**config.mk**
```make
export PLATFORM = sky130hd
export DESIGN_NAME = remote_command_status_parser
export DESIGN_NICKNAME = d
export VERILOG_FILES = /design/src/remote_cmd_pkg.sv /design/src/remote_command_status_parser.sv
export SDC_FILE = /design/constraint.sdc
export NUM_CORES = 1
export LEC_CHECK = 0
export BUFFER_PORTS_ARGS = -buffer_cell sky130_fd_sc_hd__buf_2
export CAP_MARGIN = 40
export CORE_ASPECT_RATIO = 1.5
export CORE_MARGIN = 2
export CORE_UTILIZATION = 35
export DETAILED_ROUTE_END_ITERATION = 16
export HOLD_SLACK_MARGIN = 0.06
export PLACE_DENSITY = 0.58
export SLEW_MARGIN = 5
export SYNTH_ARGS = -nofsm -noshare
export SYNTH_HDL_FRONTEND = slang
export SYNTH_SLANG_ARGS = --single-unit
export TNS_END_PERCENT = 30
```
**constraint.sdc**
```tcl
create_clock -name clk -period 8.02 [get_ports clk]
set_input_delay 1.203 -clock clk [delete_from_list [all_inputs] [get_ports clk]]
set_output_delay 1.203 -clock clk [all_outputs]
set_load 0.05 [all_outputs]
```
**src/remote_cmd_pkg.sv**
```systemverilog
// Purpose: constants and types for the remote command parser, plus the
//          nonvolatile mask store that the parser instantiates
// Assumes: one 50 MHz clock; byte stream from link logic on the same clock
// Notes:   command words are held as right-justified upper-case ASCII
//
// What this block does
// - Channel A error codes 1 to 5 set event bits 0 to 4.
// - Channel A finished positioning sets event bit 5.
// - Setting above instrument maximum resets that channel and sets bit 6.
// - Channel B error codes 1 to 5 set event bits 0 to 4.
// - Channel B finished positioning sets event bit 5.
// - Reading an event register clears every bit that a new event does not set in the same cycle.
// - Enable masks can be saved to nonvolatile store, reloaded after a warm reset; power-on clears the store.
// - Upper and lower case letters match alike.
// - Qualifier joins the root word directly, no space or symbol between.
// - Operand may follow directly or after a space; optional operands may be omitted.
// - Semicolon or line feed ends a command; commands may be chained.
// - State query with question mark replies 1 for on, 0 for off.
// - Value query with question mark replies the present value.
// - Opto check on/off applies to the active channel.
// - Value set enters value mode unless its setting is above the instrument maximum; attenuator 0-99.99, phase 0-999.8.
// - Each event register has an 8-bit enable mask, 0-255, readable back.

`default_nettype none

package remote_cmd_pkg;
	// ascii codes
	localparam logic [7:0] ASC_SEMI = 8'h3B;
	localparam logic [7:0] ASC_LF = 8'h0A;
	localparam logic [7:0] ASC_SPACE = 8'h20;
	localparam logic [7:0] ASC_QUERY = 8'h3F;
	localparam logic [7:0] ASC_DOT = 8'h2E;
	localparam logic [7:0] ASC_ZERO = 8'h30;
	localparam logic [7:0] ASC_NINE = 8'h39;
	localparam logic [7:0] ASC_UP_A = 8'h41;
	localparam logic [7:0] ASC_UP_Z = 8'h5A;
	localparam logic [7:0] ASC_LO_A = 8'h61;
	localparam logic [7:0] ASC_LO_Z = 8'h7A;
	localparam logic [7:0] CASE_GAP = 8'h20;

	// command words, right-justified
	localparam logic [63:0] WORD_OPTO = 64'h000000004F50544F;
	localparam logic [63:0] WORD_OPTO_ON = 64'h00004F50544F4F4E;
	localparam logic [63:0] WORD_OPTO_OFF = 64'h004F50544F4F4646;
	localparam logic [63:0] WORD_VALUE_SET = 64'h0000000056534554;
	localparam logic [63:0] WORD_SEL_FIRST = 64'h0000004348414E41;
	localparam logic [63:0] WORD_SEL_SECOND = 64'h0000004348414E42;
	localparam logic [63:0] WORD_A_STATUS = 64'h0000000045535243;
	localparam logic [63:0] WORD_B_STATUS = 64'h0000000045535244;
	localparam logic [63:0] WORD_A_ENABLE = 64'h0000000045534345;
	localparam logic [63:0] WORD_B_ENABLE = 64'h0000000045534445;
	localparam logic [63:0] WORD_SAVE_MASKS = 64'h0000000000505343;

	// settings as bcd ddd.dd
	localparam logic [19:0] MAX_ATTEN_BCD = 20'h09999;
	localparam logic [19:0] MAX_PHASE_BCD = 20'h99980;
	localparam logic [19:0] SETTING_RESET = 20'h00000;

	// event register layout
	localparam int EVT_POSITIONED_BIT = 5;
	localparam int EVT_OUT_OF_RANGE_BIT = 6;
	localparam logic [2:0] ERR_CODE_FIRST = 3'h1;
	localparam logic [2:0] ERR_CODE_LAST = 3'h5;
	localparam logic [7:0] EVENT_RESET = 8'h00;
	localparam logic [7:0] MASK_RESET = 8'h00;
	localparam logic [8:0] MASK_LIMIT = 9'h0FF;
	localparam logic [8:0] BIN_SATURATE = 9'h100;

	// reply lengths in characters, line feed included
	localparam logic [2:0] REPLY_LEN_FLAG = 3'h2;
	localparam logic [2:0] REPLY_LEN_BYTE = 3'h4;
	localparam logic [2:0] REPLY_LEN_SETTING = 3'h7;
	localparam int FRAC_DIGITS = 2;

	// parser states
	typedef enum logic [5:0] {
		S_LOAD = 6'h01,
		S_WORD = 6'h02,
		S_OPER = 6'h04,
		S_SKIP = 6'h08,
		S_EXEC = 6'h10,
		S_REPLY = 6'h20
	} parse_state_t;

	// per-channel events from the instrument controller
	typedef struct packed {
		logic [2:0] err_code; // 0 none, 1..5 error code
		logic positioned; // one-cycle pulse
	} chan_event_t;

	// per-channel control outputs
	typedef struct packed {
		logic opto_enable;
		logic [19:0] setting;
	} chan_ctrl_t;
endpackage : remote_cmd_pkg

// nonvolatile store for the two enable masks; cleared only by power-on
module mask_store
(
	input wire logic clk, // system clock
	input wire logic npor, // power-on reset, sync, active low
	input wire logic wr_en, // save both masks
	input wire logic [15:0] wr_data, // {channel b mask, channel a mask}
	output logic [15:0] rd_data // registered stored masks
);
	logic [7:0] mem [2];

	// storage survives the warm reset
	always_ff @(posedge clk)
	begin
		for (int i = 0; i < 2; i++)
		begin
			if (!npor)
				mem[i] <= 8'h00;
			else if (wr_en)
				mem[i] <= wr_data[i*8 +: 8];
		end
	end

	// registered read port
	always_ff @(posedge clk)
	begin
		rd_data <= {mem[1], mem[0]};
	end
endmodule // mask_store

`default_nettype wire

```
**src/remote_command_status_parser.sv**
```systemverilog
// Purpose: parse remote text commands and keep per-channel event status
// Assumes: rx and tx byte streams come from link logic on clk
// Notes:   replies are fixed width decimal text ending in a line feed

`default_nettype none

module remote_command_status_parser
(
	input wire logic clk, // 50 MHz clock
	input wire logic nrst, // sync reset, active low
	input wire logic npor, // power-on reset of the mask store
	input wire logic rx_valid, // command byte offered
	input wire logic [7:0] rx_data, // command byte
	output logic rx_ready, // byte taken when valid
	output logic tx_valid, // reply byte offered
	output logic [7:0] tx_data, // reply byte
	input wire logic tx_ready, // host takes reply byte
	input wire remote_cmd_pkg::chan_event_t [1:0] chan_ev, // instrument events
	input wire logic [1:0] inst_phase, // 1 phase changer, 0 attenuator
	output remote_cmd_pkg::chan_ctrl_t [1:0] chan_ctrl, // opto and setting
	output logic active_chan, // 0 channel a, 1 channel b
	output logic value_mode, // value mode selected
	output logic move_strobe, // pulse: move active instrument
	output logic [1:0] chan_reset, // pulse: reset channel
	output logic [1:0] ev_summary // enabled events pending
);
	import remote_cmd_pkg::*;

	parse_state_t state;
	parse_state_t next_state;
	logic [63:0] word;
	logic query;
	logic have_op;
	logic frac_mode;
	logic [1:0] frac_cnt;
	logic [11:0] int_bcd;
	logic [7:0] frac_bcd;
	logic too_big;
	logic [8:0] bin;
	logic [7:0] esr [2];
	logic [7:0] mask [2];
	logic [55:0] rbuf;
	logic [2:0] rlen;
	logic [15:0] store_rd;

	// byte classification
	wire take = rx_valid && rx_ready;
	wire is_lower = (rx_data >= ASC_LO_A) && (rx_data <= ASC_LO_Z);
	wire [7:0] ch = is_lower ? rx_data - CASE_GAP : rx_data;
	wire is_letter = (ch >= ASC_UP_A) && (ch <= ASC_UP_Z);
	wire is_digit = (ch >= ASC_ZERO) && (ch <= ASC_NINE);
	wire is_dot = ch == ASC_DOT;
	wire is_space = ch == ASC_SPACE;
	wire is_query = ch == ASC_QUERY;
	wire is_term = (ch == ASC_SEMI) || (ch == ASC_LF);
	wire [3:0] digit = ch[3:0];
	wire word_full = word[63:56] != 8'h00;
	wire in_cmd = (state == S_WORD) || (state == S_OPER);
	wire exec = state == S_EXEC;
	wire clr = exec || (state == S_LOAD) || ((state == S_SKIP) && take && is_term);

	// command decode
	wire m_opto_q = word == WORD_OPTO;
	wire m_opto_on = word == WORD_OPTO_ON;
	wire m_opto_off = word == WORD_OPTO_OFF;
	wire m_value_setting_command = word == WORD_VALUE_SET;
	wire m_sel_a = word == WORD_SEL_FIRST;
	wire m_sel_b = word == WORD_SEL_SECOND;
	wire m_esr_a = word == WORD_A_STATUS;
	wire m_esr_b = word == WORD_B_STATUS;
	wire m_en_a = word == WORD_A_ENABLE;
	wire m_en_b = word == WORD_B_ENABLE;
	wire m_save = word == WORD_SAVE_MASKS;

	// value set checks against the active instrument's maximum
	wire [19:0] op_bcd = {int_bcd, frac_bcd};
	wire [19:0] chan_max = inst_phase[active_chan] ? MAX_PHASE_BCD : MAX_ATTEN_BCD;
	wire value_setting_command_do = exec && m_value_setting_command && !query && have_op;
	wire value_setting_command_bad = value_setting_command_do && (too_big || (op_bcd > chan_max));
	wire value_setting_command_ok = value_setting_command_do && !value_setting_command_bad;
	wire value_setting_command_mode = exec && m_value_setting_command && !query && !(have_op && value_setting_command_bad);
	wire mask_ok = have_op && !query && (bin <= MASK_LIMIT);
	wire wr_mask_a = exec && m_en_a && mask_ok;
	wire wr_mask_b = exec && m_en_b && mask_ok;
	wire [1:0] rd_clr = {exec && m_esr_b && query, exec && m_esr_a && query};
	wire save_go = exec && m_save;
	wire opto_set = exec && !query && (m_opto_on || m_opto_off);
	wire [1:0] oor_set = {value_setting_command_bad && active_chan, value_setting_command_bad && !active_chan};
	wire reply_go = exec && query &&
		(m_value_setting_command || m_opto_q || m_esr_a || m_esr_b || m_en_a || m_en_b);

	// binary to bcd for 8-bit register replies
	function automatic logic [11:0] byte_to_bcd(input logic [7:0] v);
		logic [19:0] sh;
		sh = {12'h000, v};
		for (int i = 0; i < 8; i++)
		begin
			if (sh[11:8] > 4'h4)
				sh[11:8] = sh[11:8] + 4'h3;
			if (sh[15:12] > 4'h4)
				sh[15:12] = sh[15:12] + 4'h3;
			if (sh[19:16] > 4'h4)
				sh[19:16] = sh[19:16] + 4'h3;
			sh = {sh[18:0], 1'b0};
		end
		return sh[19:8];
	endfunction

	// reply text selection
	wire [7:0] byte_val = m_esr_a ? esr[0] : m_esr_b ? esr[1] :
		m_en_a ? mask[0] : mask[1];
	wire [11:0] byte_bcd = byte_to_bcd(byte_val);
	wire [19:0] act_set = chan_ctrl[active_chan].setting;
	wire [55:0] reply_flag = {ASC_ZERO | {7'h00, chan_ctrl[active_chan].opto_enable},
		ASC_LF, 40'h0000000000};
	wire [55:0] reply_byte = {ASC_ZERO | {4'h0, byte_bcd[11:8]},
		ASC_ZERO | {4'h0, byte_bcd[7:4]}, ASC_ZERO | {4'h0, byte_bcd[3:0]},
		ASC_LF, 24'h000000};
	wire [55:0] reply_set = {ASC_ZERO | {4'h0, act_set[19:16]},
		ASC_ZERO | {4'h0, act_set[15:12]}, ASC_ZERO | {4'h0, act_set[11:8]},
		ASC_DOT, ASC_ZERO | {4'h0, act_set[7:4]}, ASC_ZERO | {4'h0, act_set[3:0]},
		ASC_LF};
	wire [55:0] reply_sel = m_opto_q ? reply_flag : m_value_setting_command ? reply_set : reply_byte;
	wire [2:0] len_sel = m_opto_q ? REPLY_LEN_FLAG :
		m_value_setting_command ? REPLY_LEN_SETTING : REPLY_LEN_BYTE;

	// saturating decimal accumulator for mask operands
	wire [12:0] bin_x10 = {4'h0, bin} * 13'h00A + {9'h000, digit};
	wire [8:0] bin_next = (bin_x10 > {4'h0, MASK_LIMIT}) ? BIN_SATURATE : bin_x10[8:0];

	// handshake outputs
	assign rx_ready = in_cmd || (state == S_SKIP);
	assign tx_valid = state == S_REPLY;

	// parser sequence
	always_comb
	begin
		next_state = state;
		case (state)
			S_LOAD:
				next_state = S_WORD;
			S_WORD:
				if (take)
				begin
					if (is_term)
						next_state = S_EXEC;
					else if (is_letter)
						next_state = word_full ? S_SKIP : S_WORD;
					else if (is_digit || is_dot || is_space || is_query)
						next_state = S_OPER;
					else
						next_state = S_SKIP;
				end
			S_OPER:
				if (take)
				begin
					if (is_term)
						next_state = S_EXEC;
					else if (!(is_digit || is_dot || is_space || is_query))
						next_state = S_SKIP;
				end
			S_SKIP:
				if (take && is_term)
					next_state = S_WORD;
			S_EXEC:
				next_state = reply_go ? S_REPLY : S_WORD;
			S_REPLY:
				if (tx_ready && (rlen == 3'h1))
					next_state = S_WORD;
			default:
				next_state = S_WORD;
		endcase
	end

	// state register
	always_ff @(posedge clk)
	begin
		if (!nrst)
			state <= S_LOAD;
		else
			state <= next_state;
	end

	// command word and query flag
	always_ff @(posedge clk)
	begin
		if (!nrst || clr)
		begin
			word <= 64'h0000000000000000;
			query <= 1'b0;
		end
		else if (take && (state == S_WORD) && is_letter && !word_full)
			word <= {word[55:0], ch};
		else if (take && in_cmd && is_query)
			query <= 1'b1;
	end

	// decimal operand, integer and fraction digits kept as bcd
	always_ff @(posedge clk)
	begin
		if (!nrst || clr)
		begin
			have_op <= 1'b0;
			frac_mode <= 1'b0;
			frac_cnt <= 2'h0;
			int_bcd <= 12'h000;
			frac_bcd <= 8'h00;
			too_big <= 1'b0;
			bin <= 9'h000;
		end
		else if (take && in_cmd && is_dot)
			frac_mode <= 1'b1;
		else if (take && in_cmd && is_digit)
		begin
			have_op <= 1'b1;
			bin <= bin_next;
			if (!frac_mode)
			begin
				int_bcd <= {int_bcd[7:0], digit};
				too_big <= too_big || (int_bcd[11:8] != 4'h0);
			end
			else if (frac_cnt < FRAC_DIGITS[1:0])
			begin
				frac_cnt <= frac_cnt + 2'h1;
				if (frac_cnt == 2'h0)
					frac_bcd[7:4] <= digit;
				else
					frac_bcd[3:0] <= digit;
			end
		end
	end

	// channel selection and value mode
	always_ff @(posedge clk)
	begin
		if (!nrst)
		begin
			active_chan <= 1'b0;
			value_mode <= 1'b0;
		end
		else
		begin
			if (exec && m_sel_a)
				active_chan <= 1'b0;
			else if (exec && m_sel_b)
				active_chan <= 1'b1;
			if (value_setting_command_mode)
				value_mode <= 1'b1;
		end
	end

	// one-cycle strobes toward the instrument controller
	always_ff @(posedge clk)
	begin
		if (!nrst)
		begin
			move_strobe <= 1'b0;
			chan_reset <= 2'b00;
		end
		else
		begin
			move_strobe <= value_setting_command_ok;
			chan_reset <= oor_set;
		end
	end

	// per-channel control, event register and enable mask
	genvar gi;
	generate
		for (gi = 0; gi < 2; gi++)
		begin : g_chan
			wire [2:0] code = chan_ev[gi].err_code;
			wire code_ok = (code >= ERR_CODE_FIRST) && (code <= ERR_CODE_LAST);
			wire [7:0] err_bits = code_ok ? 8'(8'h01 << (code - ERR_CODE_FIRST)) :
				8'h00;
			wire [7:0] pos_bit = {7'h00, chan_ev[gi].positioned} << EVT_POSITIONED_BIT;
			wire [7:0] oor_bit = {7'h00, oor_set[gi]} << EVT_OUT_OF_RANGE_BIT;
			wire sel = active_chan == 1'(gi);
			wire wr_mask = (gi == 0) ? wr_mask_a : wr_mask_b;

			// sticky bits, a new event wins over the read clear
			always_ff @(posedge clk)
			begin
				if (!nrst)
					esr[gi] <= EVENT_RESET;
				else
					esr[gi] <= (rd_clr[gi] ? 8'h00 : esr[gi]) | err_bits | pos_bit |
						oor_bit;
			end

			// enable mask, reloaded from the store after reset
			always_ff @(posedge clk)
			begin
				if (!nrst)
					mask[gi] <= MASK_RESET;
				else if (state == S_LOAD)
					mask[gi] <= store_rd[gi*8 +: 8];
				else if (wr_mask)
					mask[gi] <= bin[7:0];
			end

			// opto check and stored setting
			always_ff @(posedge clk)
			begin
				if (!nrst)
				begin
					chan_ctrl[gi].opto_enable <= 1'b0;
					chan_ctrl[gi].setting <= SETTING_RESET;
				end
				else
				begin
					if (opto_set && sel)
						chan_ctrl[gi].opto_enable <= m_opto_on;
					if (value_setting_command_ok && sel)
						chan_ctrl[gi].setting <= op_bcd;
				end
			end

			assign ev_summary[gi] = |(esr[gi] & mask[gi]);
		end
	endgenerate

	// reply shifter, first character on top
	always_ff @(posedge clk)
	begin
		if (!nrst)
		begin
			rbuf <= 56'h00000000000000;
			rlen <= 3'h0;
		end
		else if (reply_go)
		begin
			rbuf <= reply_sel;
			rlen <= len_sel;
		end
		else if ((state == S_REPLY) && tx_ready)
		begin
			rbuf <= {rbuf[47:0], 8'h00};
			rlen <= rlen - 3'h1;
		end
	end

	assign tx_data = rbuf[55:48];

	// nonvolatile masks
	mask_store u_store
	(
		.clk(clk),
		.npor(npor),
		.wr_en(save_go),
		.wr_data({mask[1], mask[0]}),
		.rd_data(store_rd)
	);
endmodule // remote_command_status_parser

`default_nettype wire

```
==> metrics.csv, run 1 <==
stage,metric,value,unit
die,die_y,231,um
drt,drt_iter0_drc,807,
logic_synthesis,syn_area,0.0120,mm2
die,io_pins,82,
sta,whs,0.340,ns
sta,max_freq,148,MHz
setup_path,required,8.47,ns
drt,drc,0,
sta,slew_headroom,0.458,
drt,viasPerCell,5.48,
pwr,peakVddDrop,0.156,mV
die,start_util,0.353,
drt,ant_nets,0,
setup_path,startpoint_type,flip-flop,
drt,vias,10627,
logic_synthesis,synth_ff_type,dfxtp_1,
sta,period_share,0.843,
logic_synthesis,ys_types,87,
global_route,grtUsageTotal,0.198,
logic_synthesis,synth.area.top_cells,"dfxtp_1 37%, nand2_1 9.6%, edfxtp_1 8.0%, a21oi_1 7.2%, mux2i_1 3.6%",
finish,fill_cells,3496,
finish,multiInputGateArea,0.00621,mm2
outcome,status,finished clean,
clock_network,clock_latency,0.54,ns
pwr,seqPwrFrac,0.484,
global_route,use_met1,0.238,
global_route,antenna_found_initial,0,
clock_network,clk_pin_slew,0.06,ns
sta,grt_setup_unrepaired,false,
place,gp_congestion,0.899,
logic_synthesis,yosys.area.top_type,dfxtp_1,
pwr,intPower,2.05,mW
place,port_buffers,79,
setup_path,cp_max_fo,13,
logic_synthesis,synth_top_area_share,0.368,
sta,hold_violations,0,
sta,setup_viol,0,
global_route,gr-usage-met3,0.0241,
run,maxCapViolations,0,
clock_network,post-cts-setup-buffers,0,
global_route,grt_pass1_vias,10404,
pwr,clkPwrFrac,0.414,
pwr,p_sw,0.691,mW
drt,drt-total-wl,35.8,mm
clock_network,cts_tree,done,
pwr,switching_share,0.252,
global_route,met2_usage,0.342,
pwr,p_leak,4.96,nW
die,die-area,0.0359,mm2
finish,diodes,0,
place,hpwlAfterDp,25.9,mm
logic_synthesis,ys_seq_elements,253,
setup_path,path_delay_family,simple AND/OR/NAND/NOR gates,
logic_synthesis,syn_inst,1453,
clock_network,clock-sinks,253,
drt,wire_per_inst,18.5,um
drt,first_pass_iters,5,
global_route,grt_first_pass_wirelength,56.6,mm
finish,post_route_cells_drive_above_1_share,0.114,
die,rows,83,
finish,fin_util,0.399,
setup_path,worstRegToRegCells,25,
logic_synthesis,synth_seq_area_share,0.447,
sta,slew_viol_final,0,
global_route,busiest_layer,met2,
setup_path,cp_num_buf_inv,2,
sta,post-route-min-period,6.76,ns
logic_synthesis,yosysWarnings,0,
clock_network,cts-buffers-inserted,25,
global_route,grt_max_degree,67,
worst_hold_path,worstHoldStart,u_store.mem[1][2]$_SDFFCE_PN0P_,
clock_network,cts_buffer_depth,3,
global_route,overflow,0,
pwr,combPwrFrac,0.103,
setup_path,ff2ff_setup_slack,1.26,ns
die,core,0.0341,mm2
clock_network,htreeDepth,1,
setup_path,crit_path_end_kind,flip-flop,
sta,clock_skew,0.00972,ns
logic_synthesis,synth_edf_count,32,
setup_path,cpMostUsedCell,ha_1,
worst_hold_path,hold_depth,0,
sta,setup_tns,0,ns
logic_synthesis,synthArstFlopShare,0,
pwr,powerDensity,202,mW/mm2
setup_path,worst_path_max_delay_cell,or4_1,
setup_path,rr_startpoint,word[23]$_SDFFE_PP0P_,
logic_synthesis,syn_avg_cell_area,8.28,um2
setup_path,timing.critical_path.slowest_cell_delay,0.67,ns
clock_network,post_cts_resize_count,0,
clock_network,hold_buffers,0,
worst_hold_path,hold_class,flip-flop to flip-flop,
die,dieWidth,155,um
clock_network,root_buffer,clkbuf_16,
sta,worstMarginPinSlew,0.812,ns
worst_hold_path,min_to,u_store.rd_data[10]$_DFF_P_,
setup_path,r2r-end,rbuf[34]$_SDFFE_PN0P_,
setup_path,arrival,7.22,ns
finish,seqCellArea,0.00539,mm2
finish,finish.net_count,1552,
finish,syn2layout_area_growth,12.9,%
setup_path,critPathKind,flip-flop to flip-flop,
cell usage after synthesis, types with 7 or more instances:
| cell | n |
|---|---|
| inv_1 | 27 |
| or4_1 | 9 |
| dfxtp_1 | 221 |
| nor4b_1 | 8 |
| buf_4 | 9 |
| a22o_1 | 18 |
| ha_1 | 31 |
| nor4_1 | 27 |
| clkbuf_1 | 66 |
| and3_1 | 13 |
| mux2i_1 | 43 |
| xnor2_1 | 8 |
| edfxtp_1 | 32 |
| o22ai_1 | 7 |
| a31oi_1 | 14 |
| and2_1 | 27 |
| a22oi_1 | 12 |
| nand4_1 | 19 |
| or3_1 | 7 |
| nor2b_1 | 12 |
| nor2_1 | 108 |
| nand3_1 | 37 |
| nor3b_1 | 7 |
| nor3_1 | 25 |
| nand2_1 | 309 |
| nand2b_1 | 16 |
| a21oi_1 | 173 |
| o21ai_0 | 51 |
power groups by stage:
stage | Sequential [mW] | Combinational (mW) | Clock, mW
after detailed placement | 1.35 | 0.280 | 0
after global routing | 1.33 | 0.309 | 1.21
after floorplan | 1.34 | 0.222 | 0
final | 1.32 | 0.281 | 1.13
after global placement | 1.35 | 0.273 | 0
after CTS | 1.32 | 0.281 | 1.17
worst max-delay path by stage:
stage	startpoint	slack, ns	depth (start not counted)	to
finish	word[23]$_SDFFE_PP0P_	1.26	25	rbuf[34]$_SDFFE_PN0P_
global route	word[23]$_SDFFE_PP0P_	0.71	25	rbuf[34]$_SDFFE_PN0P_
CTS	word[23]$_SDFFE_PP0P_	1.27	26	rbuf[34]$_SDFFE_PN0P_
detailed placement	word[23]$_SDFFE_PP0P_	1.28	26	rbuf[34]$_SDFFE_PN0P_
global placement	word[23]$_SDFFE_PP0P_	1.44	26	rbuf[34]$_SDFFE_PN0P_
floorplan	word[40]$_SDFFE_PP0P_	1.81	28	rbuf[34]$_SDFFE_PN0P_
flip-flops by register name, indices dropped and copies added, names as in the netlist, 2 cells and up:
name / cells
u_store.mem: 16
state: 6
word: 64
int_bcd: 12
frac_bcd: 8
u_store.rd_data: 16
chan_ctrl: 42
mask: 16
rlen: 3
esr: 16
chan_reset: 2
rbuf: 34
bin: 9
frac_cnt: 2
layout make-up:
class,instances,area share
clock buffers,39,0.0545
clock inverters,6,0.00313
inverters,29,0.00801
multi-input cells,1088,0.457
flip-flops and latches,253,0.397
well taps,425,0.0391
repair buffers,99,0.0413
layout by cell type (no fill, tap or decap), types with 5 or more instances in the layout:
| cell | Yosys | routed |
|---|---|---|
| a211oi_1 | 6 | 6 |
| a21oi_1 | 173 | 173 |
| a22o_1 | 18 | 18 |
| a22oi_1 | 12 | 12 |
| a31oi_1 | 14 | 14 |
| a32oi_1 | 6 | 6 |
| and2_1 | 27 | 26 |
| and3_1 | 13 | 13 |
| buf_2 | 2 | 79 |
| buf_4 | 9 | 18 |
| clkbuf_1 | 66 | 8 |
| clkbuf_16 | 0 | 26 |
| dfxtp_1 | 221 | 220 |
| edfxtp_1 | 32 | 32 |
| ha_1 | 31 | 31 |
| inv_1 | 27 | 27 |
| mux2_2 | 5 | 5 |
| mux2i_1 | 43 | 43 |
| nand2_1 | 309 | 309 |
| nand2b_1 | 16 | 16 |
| nand3_1 | 37 | 37 |
| nand4_1 | 19 | 19 |
| nor2_1 | 108 | 108 |
| nor2b_1 | 12 | 12 |
| nor3_1 | 25 | 25 |
| nor3b_1 | 7 | 7 |
| nor4_1 | 27 | 23 |
| nor4b_1 | 8 | 8 |
| o21ai_0 | 51 | 51 |
| o22ai_1 | 7 | 7 |
| or2_2 | 6 | 6 |
| or3_1 | 7 | 7 |
| or4_1 | 9 | 9 |
| xnor2_1 | 8 | 8 |
| xor2_1 | 6 | 6 |
through the flow:
stage                     cell area [um2]  setup slack (ns)  instances  total power, mW
after floorplan                     12000              1.81       1454             1.56
after global placement              12700              1.44       1889             1.62
after detailed placement            12800              1.28       1894             1.63
after CTS                           13600              1.27       1939             2.77
after global routing                13600             0.711       1939             2.85
final                               13600              1.26       1939             2.74
worst register-to-register path: cells and delay by family, from the launching register on:
family / cells / cell delay [ns]
simple gates: 9 / 2.52
buf+inv: 2 / 0.28
flops: 1 / 0.34
fa+ha+maj: 5 / 1.43
mux: 1 / 0.33
xor+xnor: 2 / 0.43
compound gates: 6 / 1.34
logic make-up (layout without fill, tap and decap cells):
family,count (synthesis),after routing,share of synthesized area
buffers and inverters,113,173,0.0389
other,1,2,0.000312
AO/OA/AOI/OAI,336,336,0.168
multiplexers,50,50,0.0432
AND/OR/NAND/NOR,650,650,0.253
flip-flops,253,253,0.447
XOR/XNOR,16,16,0.0129
adder cells (fa/ha/maj),34,34,0.0364
layer usage:
metal  routed length (um)  vias to the layer above  part of all wire
met5                    0                        -                 0
met3                 1650                       95             0.046
li1                     -                     5200                 -
met1                14900                     5043              0.41
met4                 1930                        0             0.054
met2                17400                      289              0.49
(Power assumes the default switching activity.)
==> inputs of run 2 (changes only) <==
--- a/config.mk
+++ b/config.mk
@@ -12,7 +12,7 @@
 export CORE_UTILIZATION = 35
 export DETAILED_ROUTE_END_ITERATION = 16
 export HOLD_SLACK_MARGIN = 0.06
-export PLACE_DENSITY = 0.58
+export PLACE_DENSITY = 0.6
 export SLEW_MARGIN = 5
 export SYNTH_ARGS = -nofsm -noshare
 export SYNTH_HDL_FRONTEND = slang
==> constraint.sdc (replaced) <==
create_clock -name clk -period 5.8 [get_ports clk]
set_input_delay 0.87 -clock clk [delete_from_list [all_inputs] [get_ports clk]]
set_output_delay 0.87 -clock clk [all_outputs]
set_load 0.05 [all_outputs]
==> run 2 against run 1 <==
  * Worst setup slack got worse by 1.1 ns
  * Count of clock-buffer cells in the layout shrank 6
  * Total power is 47% higher
  * Final cell count grew 2.6%
  * Worst hold slack better by 0.0047 ns
  * Fmax increased by 19%
  * First-iteration DRC count decreased by 14%
  * Critical path depth decreased by 1
  * Sequential share of layout area is 1.8 points lower
  * Critical path type unchanged
==> metrics.csv, run 2 (same netlist as run 1, synthesis figures left out) <==
stage,metric,value,unit,change
sta,slew_viol_final,0,,unchanged
global_route,overflow,0,,unchanged
finish,largest_register,word,,
global_route,met2_usage,0.353,,+0.0108
die,start_util,0.353,,unchanged
finish,finish.net_count,1602,,+3.2%
clock_network,cts_buffer_depth,3,,unchanged
global_route,gr-usage-met3,0.0223,,-0.00187
global_route,use_met1,0.244,,+0.00616
die,io_pins,82,,unchanged
sta,max_freq,176,MHz,+19%
die,die_y,231,um,unchanged
global_route,grtUsageTotal,0.200,,+0.00194
pwr,peakVddDrop,0.163,mV,+4.1%
run,maxCapViolations,0,,unchanged
place,port_buffers,79,,unchanged
clock_network,clk_pin_slew,0.06,ns,about the same
sta,worstMarginPinSlew,0.934,ns,+0.122 ns
setup_path,critPathKind,flip-flop to flip-flop,,
drt,vias,10901,,+2.6%
drt,wire_per_inst,18.5,um,+0.17%
sta,hold_violations,0,,unchanged
setup_path,crit_path_end_kind,flip-flop,,
clock_network,cts-buffers-inserted,24,,-4.0%
setup_path,required,6.25,ns,-2.22 ns
global_route,busiest_layer,met2,,
sta,whs,0.345,ns,+0.00465 ns
global_route,antenna_found_initial,1,,+1
sta,post-route-min-period,5.68,ns,-1.08 ns
drt,drt_iter0_drc,698,,-14%
finish,syn2layout_area_growth,18.2,%,
finish,fin_util,0.418,,+0.0188
setup_path,startpoint_type,flip-flop,,
die,dieWidth,155,um,unchanged
finish,most-common-layout-cells,"309 x nand2_1, 218 x dfxtp_1, 172 x a21oi_1",,
clock_network,hold_buffers,0,,unchanged
pwr,p_leak,5.31,nW,+7.2%
drt,ant_nets,0,,unchanged
pwr,powerDensity,283,mW/mm2,+41%
drt,first_pass_iters,7,,+2
global_route,grt_max_degree,75,,+12%
global_route,grt_pass1_vias,10447,,+0.41%
finish,diodes,0,,unchanged
finish,final_common_cell,nand2_1,,
drt,viasPerCell,5.48,,about the same
sta,period_share,0.979,,+0.136
finish,post_route_cells_drive_above_1_share,0.162,,+0.0488
clock_network,clock-sinks,253,,unchanged
finish,reg_top3,"word (64), chan_ctrl (42), rbuf (34)",,
global_route,grt_first_pass_wirelength,57.3,mm,+1.2%
worst_hold_path,hold_depth,0,,unchanged
sta,clock_skew,0.0117,ns,+0.00197 ns
clock_network,root_buffer,clkbuf_16,,
setup_path,worstRegToRegCells,24,,-4.0%
setup_path,cp_max_fo,4,,-9
clock_network,clock_latency,0.53,ns,about the same
place,hpwlAfterDp,26.9,mm,+3.6%
setup_path,arrival,6.13,ns,-1.09 ns
die,rows,83,,unchanged
place,gp_congestion,0.966,,+7.4%
clock_network,htreeDepth,1,,unchanged
finish,largest_register_ffs,64,,unchanged
outcome,status,finished clean,,
sta,setup_viol,0,,unchanged
worst_hold_path,hold_class,flip-flop to flip-flop,,
clock_network,cts_tree,done,,
drt,drc,0,,unchanged
die,core,0.0341,mm2,unchanged
die,die-area,0.0359,mm2,unchanged
drt,drt-total-wl,36.8,mm,+2.7%
sta,slew_headroom,0.375,,-0.0821
-- run 2: changes by cell type in the layout (fill, tap and decap cells not counted), moves of 2 or more --
cell       delta
dfxtp_2       +2
buf_2         +2
dfxtp_1       -2
nor4_1        -3
ha_2          +3
or4_4         +3
or4_1         -3
nor4_4        +2
clkbuf_1      -5
bufinv_16     +4
buf_4        +49
ha_1          -4
-- run 2: repair_timing --
| action | in CTS | in global routing |
|---|---|---|
| endpoints found under the hold margin | 0 | 0 |
| pin swaps | 0 | 9 |
| setup endpoints to repair | 2 | 6 |
| buffers inserted | 0 | 9 |
| resized for setup | 3 | 14 |
-- run 2: worst paths after layout --
check	start	endpoint	slack [ns]
min	u_store.mem[1][1]$_SDFFCE_PN0P_	u_store.rd_data[9]$_DFF_P_	0.35
max	word[43]$_SDFFE_PP0P_	rbuf[34]$_SDFFE_PN0P_	0.12
max reg2reg	word[43]$_SDFFE_PP0P_	rbuf[34]$_SDFFE_PN0P_	0.12
min reg2reg	u_store.mem[1][1]$_SDFFCE_PN0P_	u_store.rd_data[9]$_DFF_P_	0.35
-- run 2: area by class of cell --
| class | count | area (um2) |
|---|---|---|
| inverters | 29 | 109 |
| fillers | 3431 | 19800 |
| repair buffers | 150 | 940 |
| multi-input cells | 1088 | 6380 |
| clock inverters | 11 | 166 |
| flip-flops and latches | 253 | 5390 |
| clock buffers | 33 | 708 |
| well taps | 425 | 532 |
-- run 2: per-stage QoR --
stage / TNS, ns / setup slack [ns] / cell area [um2] / total power [mW] / instances
after floorplan: -0.128 / -0.128 / 12100 / 2.18 / 1454
after global placement: 0 / 0.0864 / 13200 / 2.28 / 1934
after detailed placement: -0.0867 / -0.0436 / 13200 / 2.29 / 1936
after CTS: 0 / 0.00141 / 14100 / 4.02 / 1980
after global routing: -0.0774 / -0.0546 / 14200 / 4.17 / 1989
final: 0 / 0.120 / 14200 / 4.03 / 1989
-- run 2: layer usage --
| metal | vias to the layer above | part of all wire |
|---|---|---|
| met2 | 272 | 0.50 |
| met4 | 2 | 0.040 |
| met1 | 5252 | 0.41 |
| li1 | 5302 | - |
| met3 | 73 | 0.043 |
| met5 | - | 0.00019 |
-- run 2: critical path: stages, from the launching register on --
cell and delay (ns):
dfxtp_2 0.34, or4_4 0.57, or4_4 0.57, or4_4 0.44, and3_4 0.20, nor2_4 0.09, inv_2 0.07, ha_4 0.16
a211o_4 0.33, xnor2_2 0.15, ha_2 0.22, o21ai_2 0.15, mux2i_2 0.26, nand2_1 0.09, a21oi_2 0.11, nor2_1 0.07
ha_2 0.20, maj3_2 0.30, o211ai_2 0.19, xor2_2 0.17, ha_2 0.21, inv_2 0.06, a21oi_4 0.17, mux2_4 0.31
o22ai_1 0.16
-- run 2: power by group --
part / switching, mW / leakage [nW] / internal (mW)
sequential: 0.0257 / 2.11 / 1.80
combinational: 0.270 / 2.77 / 0.198
clock: 0.693 / 0.431 / 1.04
==> inputs of run 3 (changes only) <==
--- a/config.mk
+++ b/config.mk
@@ -5,11 +5,13 @@
 export SDC_FILE = /design/constraint.sdc
 export NUM_CORES = 1
 export LEC_CHECK = 0
+export ABC_AREA = 1
 export BUFFER_PORTS_ARGS = -buffer_cell sky130_fd_sc_hd__buf_2
 export CAP_MARGIN = 40
 export CORE_ASPECT_RATIO = 1.5
 export CORE_MARGIN = 2
 export CORE_UTILIZATION = 35
+export CTS_BUF_LIST = sky130_fd_sc_hd__clkbuf_16
 export DETAILED_ROUTE_END_ITERATION = 16
 export HOLD_SLACK_MARGIN = 0.06
 export PLACE_DENSITY = 0.6
==> run 3 against run 2 <==
  * Wire length is 2.1% lower
  * Synthesized cell count is 18% higher
  * Highest routed layer unchanged
  * Global-route usage is 1.2 points lower
  * Die area is 4.9% higher
  * Sequential power hardly changed
==> metrics.csv, run 3 <==
stage,metric,value,unit,change
global_route,overflow,0,,unchanged
clock_network,clock-sinks,253,,unchanged
finish,post_route_cells_drive_above_1_share,0.125,,-0.0369
setup_path,critPathKind,flip-flop to flip-flop,,
pwr,clkPwrFrac,0.419,,-0.011
drt,dr.max_layer_used,met5,,
clock_network,cts-buffers-inserted,26,,+8.3%
run,maxCapViolations,0,,unchanged
logic_synthesis,synthTopCellsByCount,"345 x nand2_1, 221 x dfxtp_1, 211 x inv_1",,
setup_path,arrival,5.62,ns,-0.51 ns
global_route,grt_first_pass_wirelength,57.4,mm,+0.14%
place,hpwlAfterDp,26.9,mm,about the same
sta,max_freq,193,MHz,+9.7%
die,rows,85,,+2.4%
pwr,p_leak,5.83,nW,+9.7%
pwr,seqPwrFrac,0.470,,+0.016
sta,slew_viol_final,0,,unchanged
global_route,antenna_found_initial,2,,+1
setup_path,timing.critical_path.slowest_cell_delay,0.48,ns,-0.09 ns
sta,worstMarginPinSlew,0.991,ns,+0.0570 ns
setup_path,crit_path_end_kind,flip-flop,,
clock_network,clock_latency,0.55,ns,+0.02 ns
finish,syn2layout_area_growth,12.8,%,
drt,viasPerCell,5.05,,-7.9%
sta,post-route-min-period,5.18,ns,-0.500 ns
drt,met2_length,18.6,mm,+0.24%
drt,drt_iter0_drc,775,,+11%
sta,whs,0.341,ns,-0.00385 ns
setup_path,cp_max_fo,21,,+17
pwr,intPower,2.84,mW,-6.6%
logic_synthesis,synth.area.top_cells,"dfxtp_1 35%, nand2_1 10%, edfxtp_1 7.6%, a21oi_1 7.2%, inv_1 6.3%",,
drt,wirelength_met1,14.6,mm,-3.7%
setup_path,worst_path_max_delay_cell,nor2_4,,
place,gp_congestion,0.930,,-3.7%
clock_network,post-cts-setup-buffers,0,,unchanged
clock_network,cts_buffer_depth,3,,unchanged
finish,reg_top3,"word (64), chan_ctrl (42), rbuf (34)",,
worst_hold_path,hold_depth,0,,unchanged
global_route,grt_max_degree,75,,unchanged
sta,grt_setup_unrepaired,false,,
logic_synthesis,yosysWarnings,0,,unchanged
logic_synthesis,syn_area,0.0126,mm2,+5.0%
finish,multiInputGateArea,0.00607,mm2,-4.9%
logic_synthesis,syn_inst,1709,,+18%
logic_synthesis,ys_seq_elements,253,,unchanged
die,die-area,0.0377,mm2,+4.9%
logic_synthesis,synthArstFlopShare,0,,unchanged
drt,vias,11384,,+4.4%
drt,ant_nets,0,,unchanged
logic_synthesis,synth_edf_count,32,,unchanged
finish,final_common_cell,nand2_1,,
finish,largest_register,word,,
finish,finish.net_count,1814,,+13%
logic_synthesis,synth_seq_area_share,0.426,,-0.0212
drt,wire_per_inst,16.0,um,-14%
pwr,switching_share,0.266,,+0.0208
sta,period_share,0.893,,-0.0862
logic_synthesis,ys_types,60,,-31%
setup_path,required,6.24,ns,about the same
drt,first_pass_iters,5,,-2
sta,slew_headroom,0.323,,-0.0528
finish,most-common-layout-cells,"345 x nand2_1, 221 x dfxtp_1, 217 x inv_1",,
pwr,peakVddDrop,0.214,mV,+32%
clock_network,post_cts_resize_count,0,,-3
sta,hold_violations,0,,unchanged
die,core,0.0357,mm2,+4.9%
setup_path,ff2ff_setup_slack,0.62,ns,+0.50 ns
outcome,status,finished clean,,
finish,largest_register_ffs,64,,unchanged
sta,clock_skew,0.0155,ns,+0.00385 ns
place,port_buffers,79,,unchanged
clock_network,cts_tree,done,,
pwr,powerDensity,272,mW/mm2,-4.1%
sta,setup_slack,0.620,ns,+0.500 ns
logic_synthesis,synth_ff_type,dfxtp_1,,
drt,drt-total-wl,36.1,mm,-2.1%
die,start_util,0.354,,about the same
clock_network,hold_buffers,0,,unchanged
setup_path,startpoint_type,flip-flop,,
pwr,combPwrFrac,0.112,,-0.004
pwr,p_sw,1.03,mW,+4.2%
global_route,grtUsageTotal,0.187,,-0.0125
setup_path,cpMostUsedCell,nand2_1,,
die,die_y,237,um,+2.4%
logic_synthesis,yosysMostFrequentCell,nand2_1,,
die,dieWidth,159,um,+2.4%
logic_synthesis,synth_top_area_share,0.350,,-0.0174
logic_synthesis,syn_avg_cell_area,7.39,um2,-11%
clock_network,root_buffer,clkbuf_16,,
worst_hold_path,hold_class,flip-flop to flip-flop,,
sta,setup_viol,0,,unchanged
sta,setup_tns,0,ns,unchanged
finish,seqCellArea,0.00539,mm2,about the same
setup_path,worstRegToRegCells,42,,+75%
place,post-place-ws,0.630,ns,+0.673 ns
drt,drc,0,,unchanged
finish,fill_cells,3672,,+7.0%
global_route,grt_pass1_vias,10971,,+5.0%
logic_synthesis,yosys.area.top_type,dfxtp_1,,
drt,met3RoutedLength,1.43,mm,-9.8%
clock_network,clk_pin_slew,0.07,ns,about the same
clock_network,htreeDepth,1,,unchanged
die,io_pins,82,,unchanged
finish,fin_util,0.399,,-0.0190
==> run 3: cells by family after synthesis <==
family	synth area share
compound gates	0.169
xor+xnor	0.00475
fa+ha+maj	0.0339
buf+inv	0.0941
flops	0.426
mux	0.00555
other cells	0.000297
simple gates	0.266
==> run 3: metrics by stage <==
step | area, um2 | instances | power, mW
2_1_floorplan | 12600 | 1710 | 2.19
3_3_place_gp | 13400 | 2206 | 2.28
3_5_place_dp | 13400 | 2208 | 2.29
4_1_cts | 14200 | 2255 | 3.91
5_1_grt | 14200 | 2256 | 4.03
6_report | 14200 | 2256 | 3.87
==> run 3: area by class of cell <==
class,count,share of cell area
sequential,253,0.378
antenna,1,0.000176
clock inverter,21,0.0116
clock buffer,26,0.0457
inverter,229,0.0604
tap,478,0.0420
timing repair buffer,93,0.0360
multi-input combinational,1155,0.426
==> run 3: worst paths after layout <==
kind	from	end
worst max-delay path	word[52]$_SDFFE_PP0P_	rbuf[33]$_SDFFE_PN0P_
worst min-delay path	u_store.mem[1][7]$_SDFFCE_PN0P_	u_store.rd_data[15]$_DFF_P_
worst max register to register	word[52]$_SDFFE_PP0P_	rbuf[33]$_SDFFE_PN0P_
worst min register to register	u_store.mem[1][7]$_SDFFCE_PN0P_	u_store.rd_data[15]$_DFF_P_
==> run 3: power by group through the flow <==
stage	Combinational [mW]	Clock, mW	Sequential (mW)
floorplan	0.339	0	1.85
global placement	0.421	0	1.86
detailed placement	0.432	0	1.86
CTS	0.433	1.66	1.82
global route	0.481	1.73	1.82
finish	0.434	1.62	1.82
==> run 3: critical path: cells and delay by family (launching register included) <==
family | cells | cell delay [ns]
buffers and inverters | 8 | 0.63
adder cells (fa/ha/maj) | 4 | 0.84
flip-flops | 1 | 0.32
AO/OA/AOI/OAI | 2 | 0.11
AND/OR/NAND/NOR | 28 | 3.16
==> run 3: per-layer routing <==
metal | vias to the layer above | GRT usage
met5 | - | 0
met2 | 250 | 0.348
li1 | 5717 | -
met4 | 2 | 0.0837
met3 | 76 | 0.0245
met1 | 5339 | 0.212
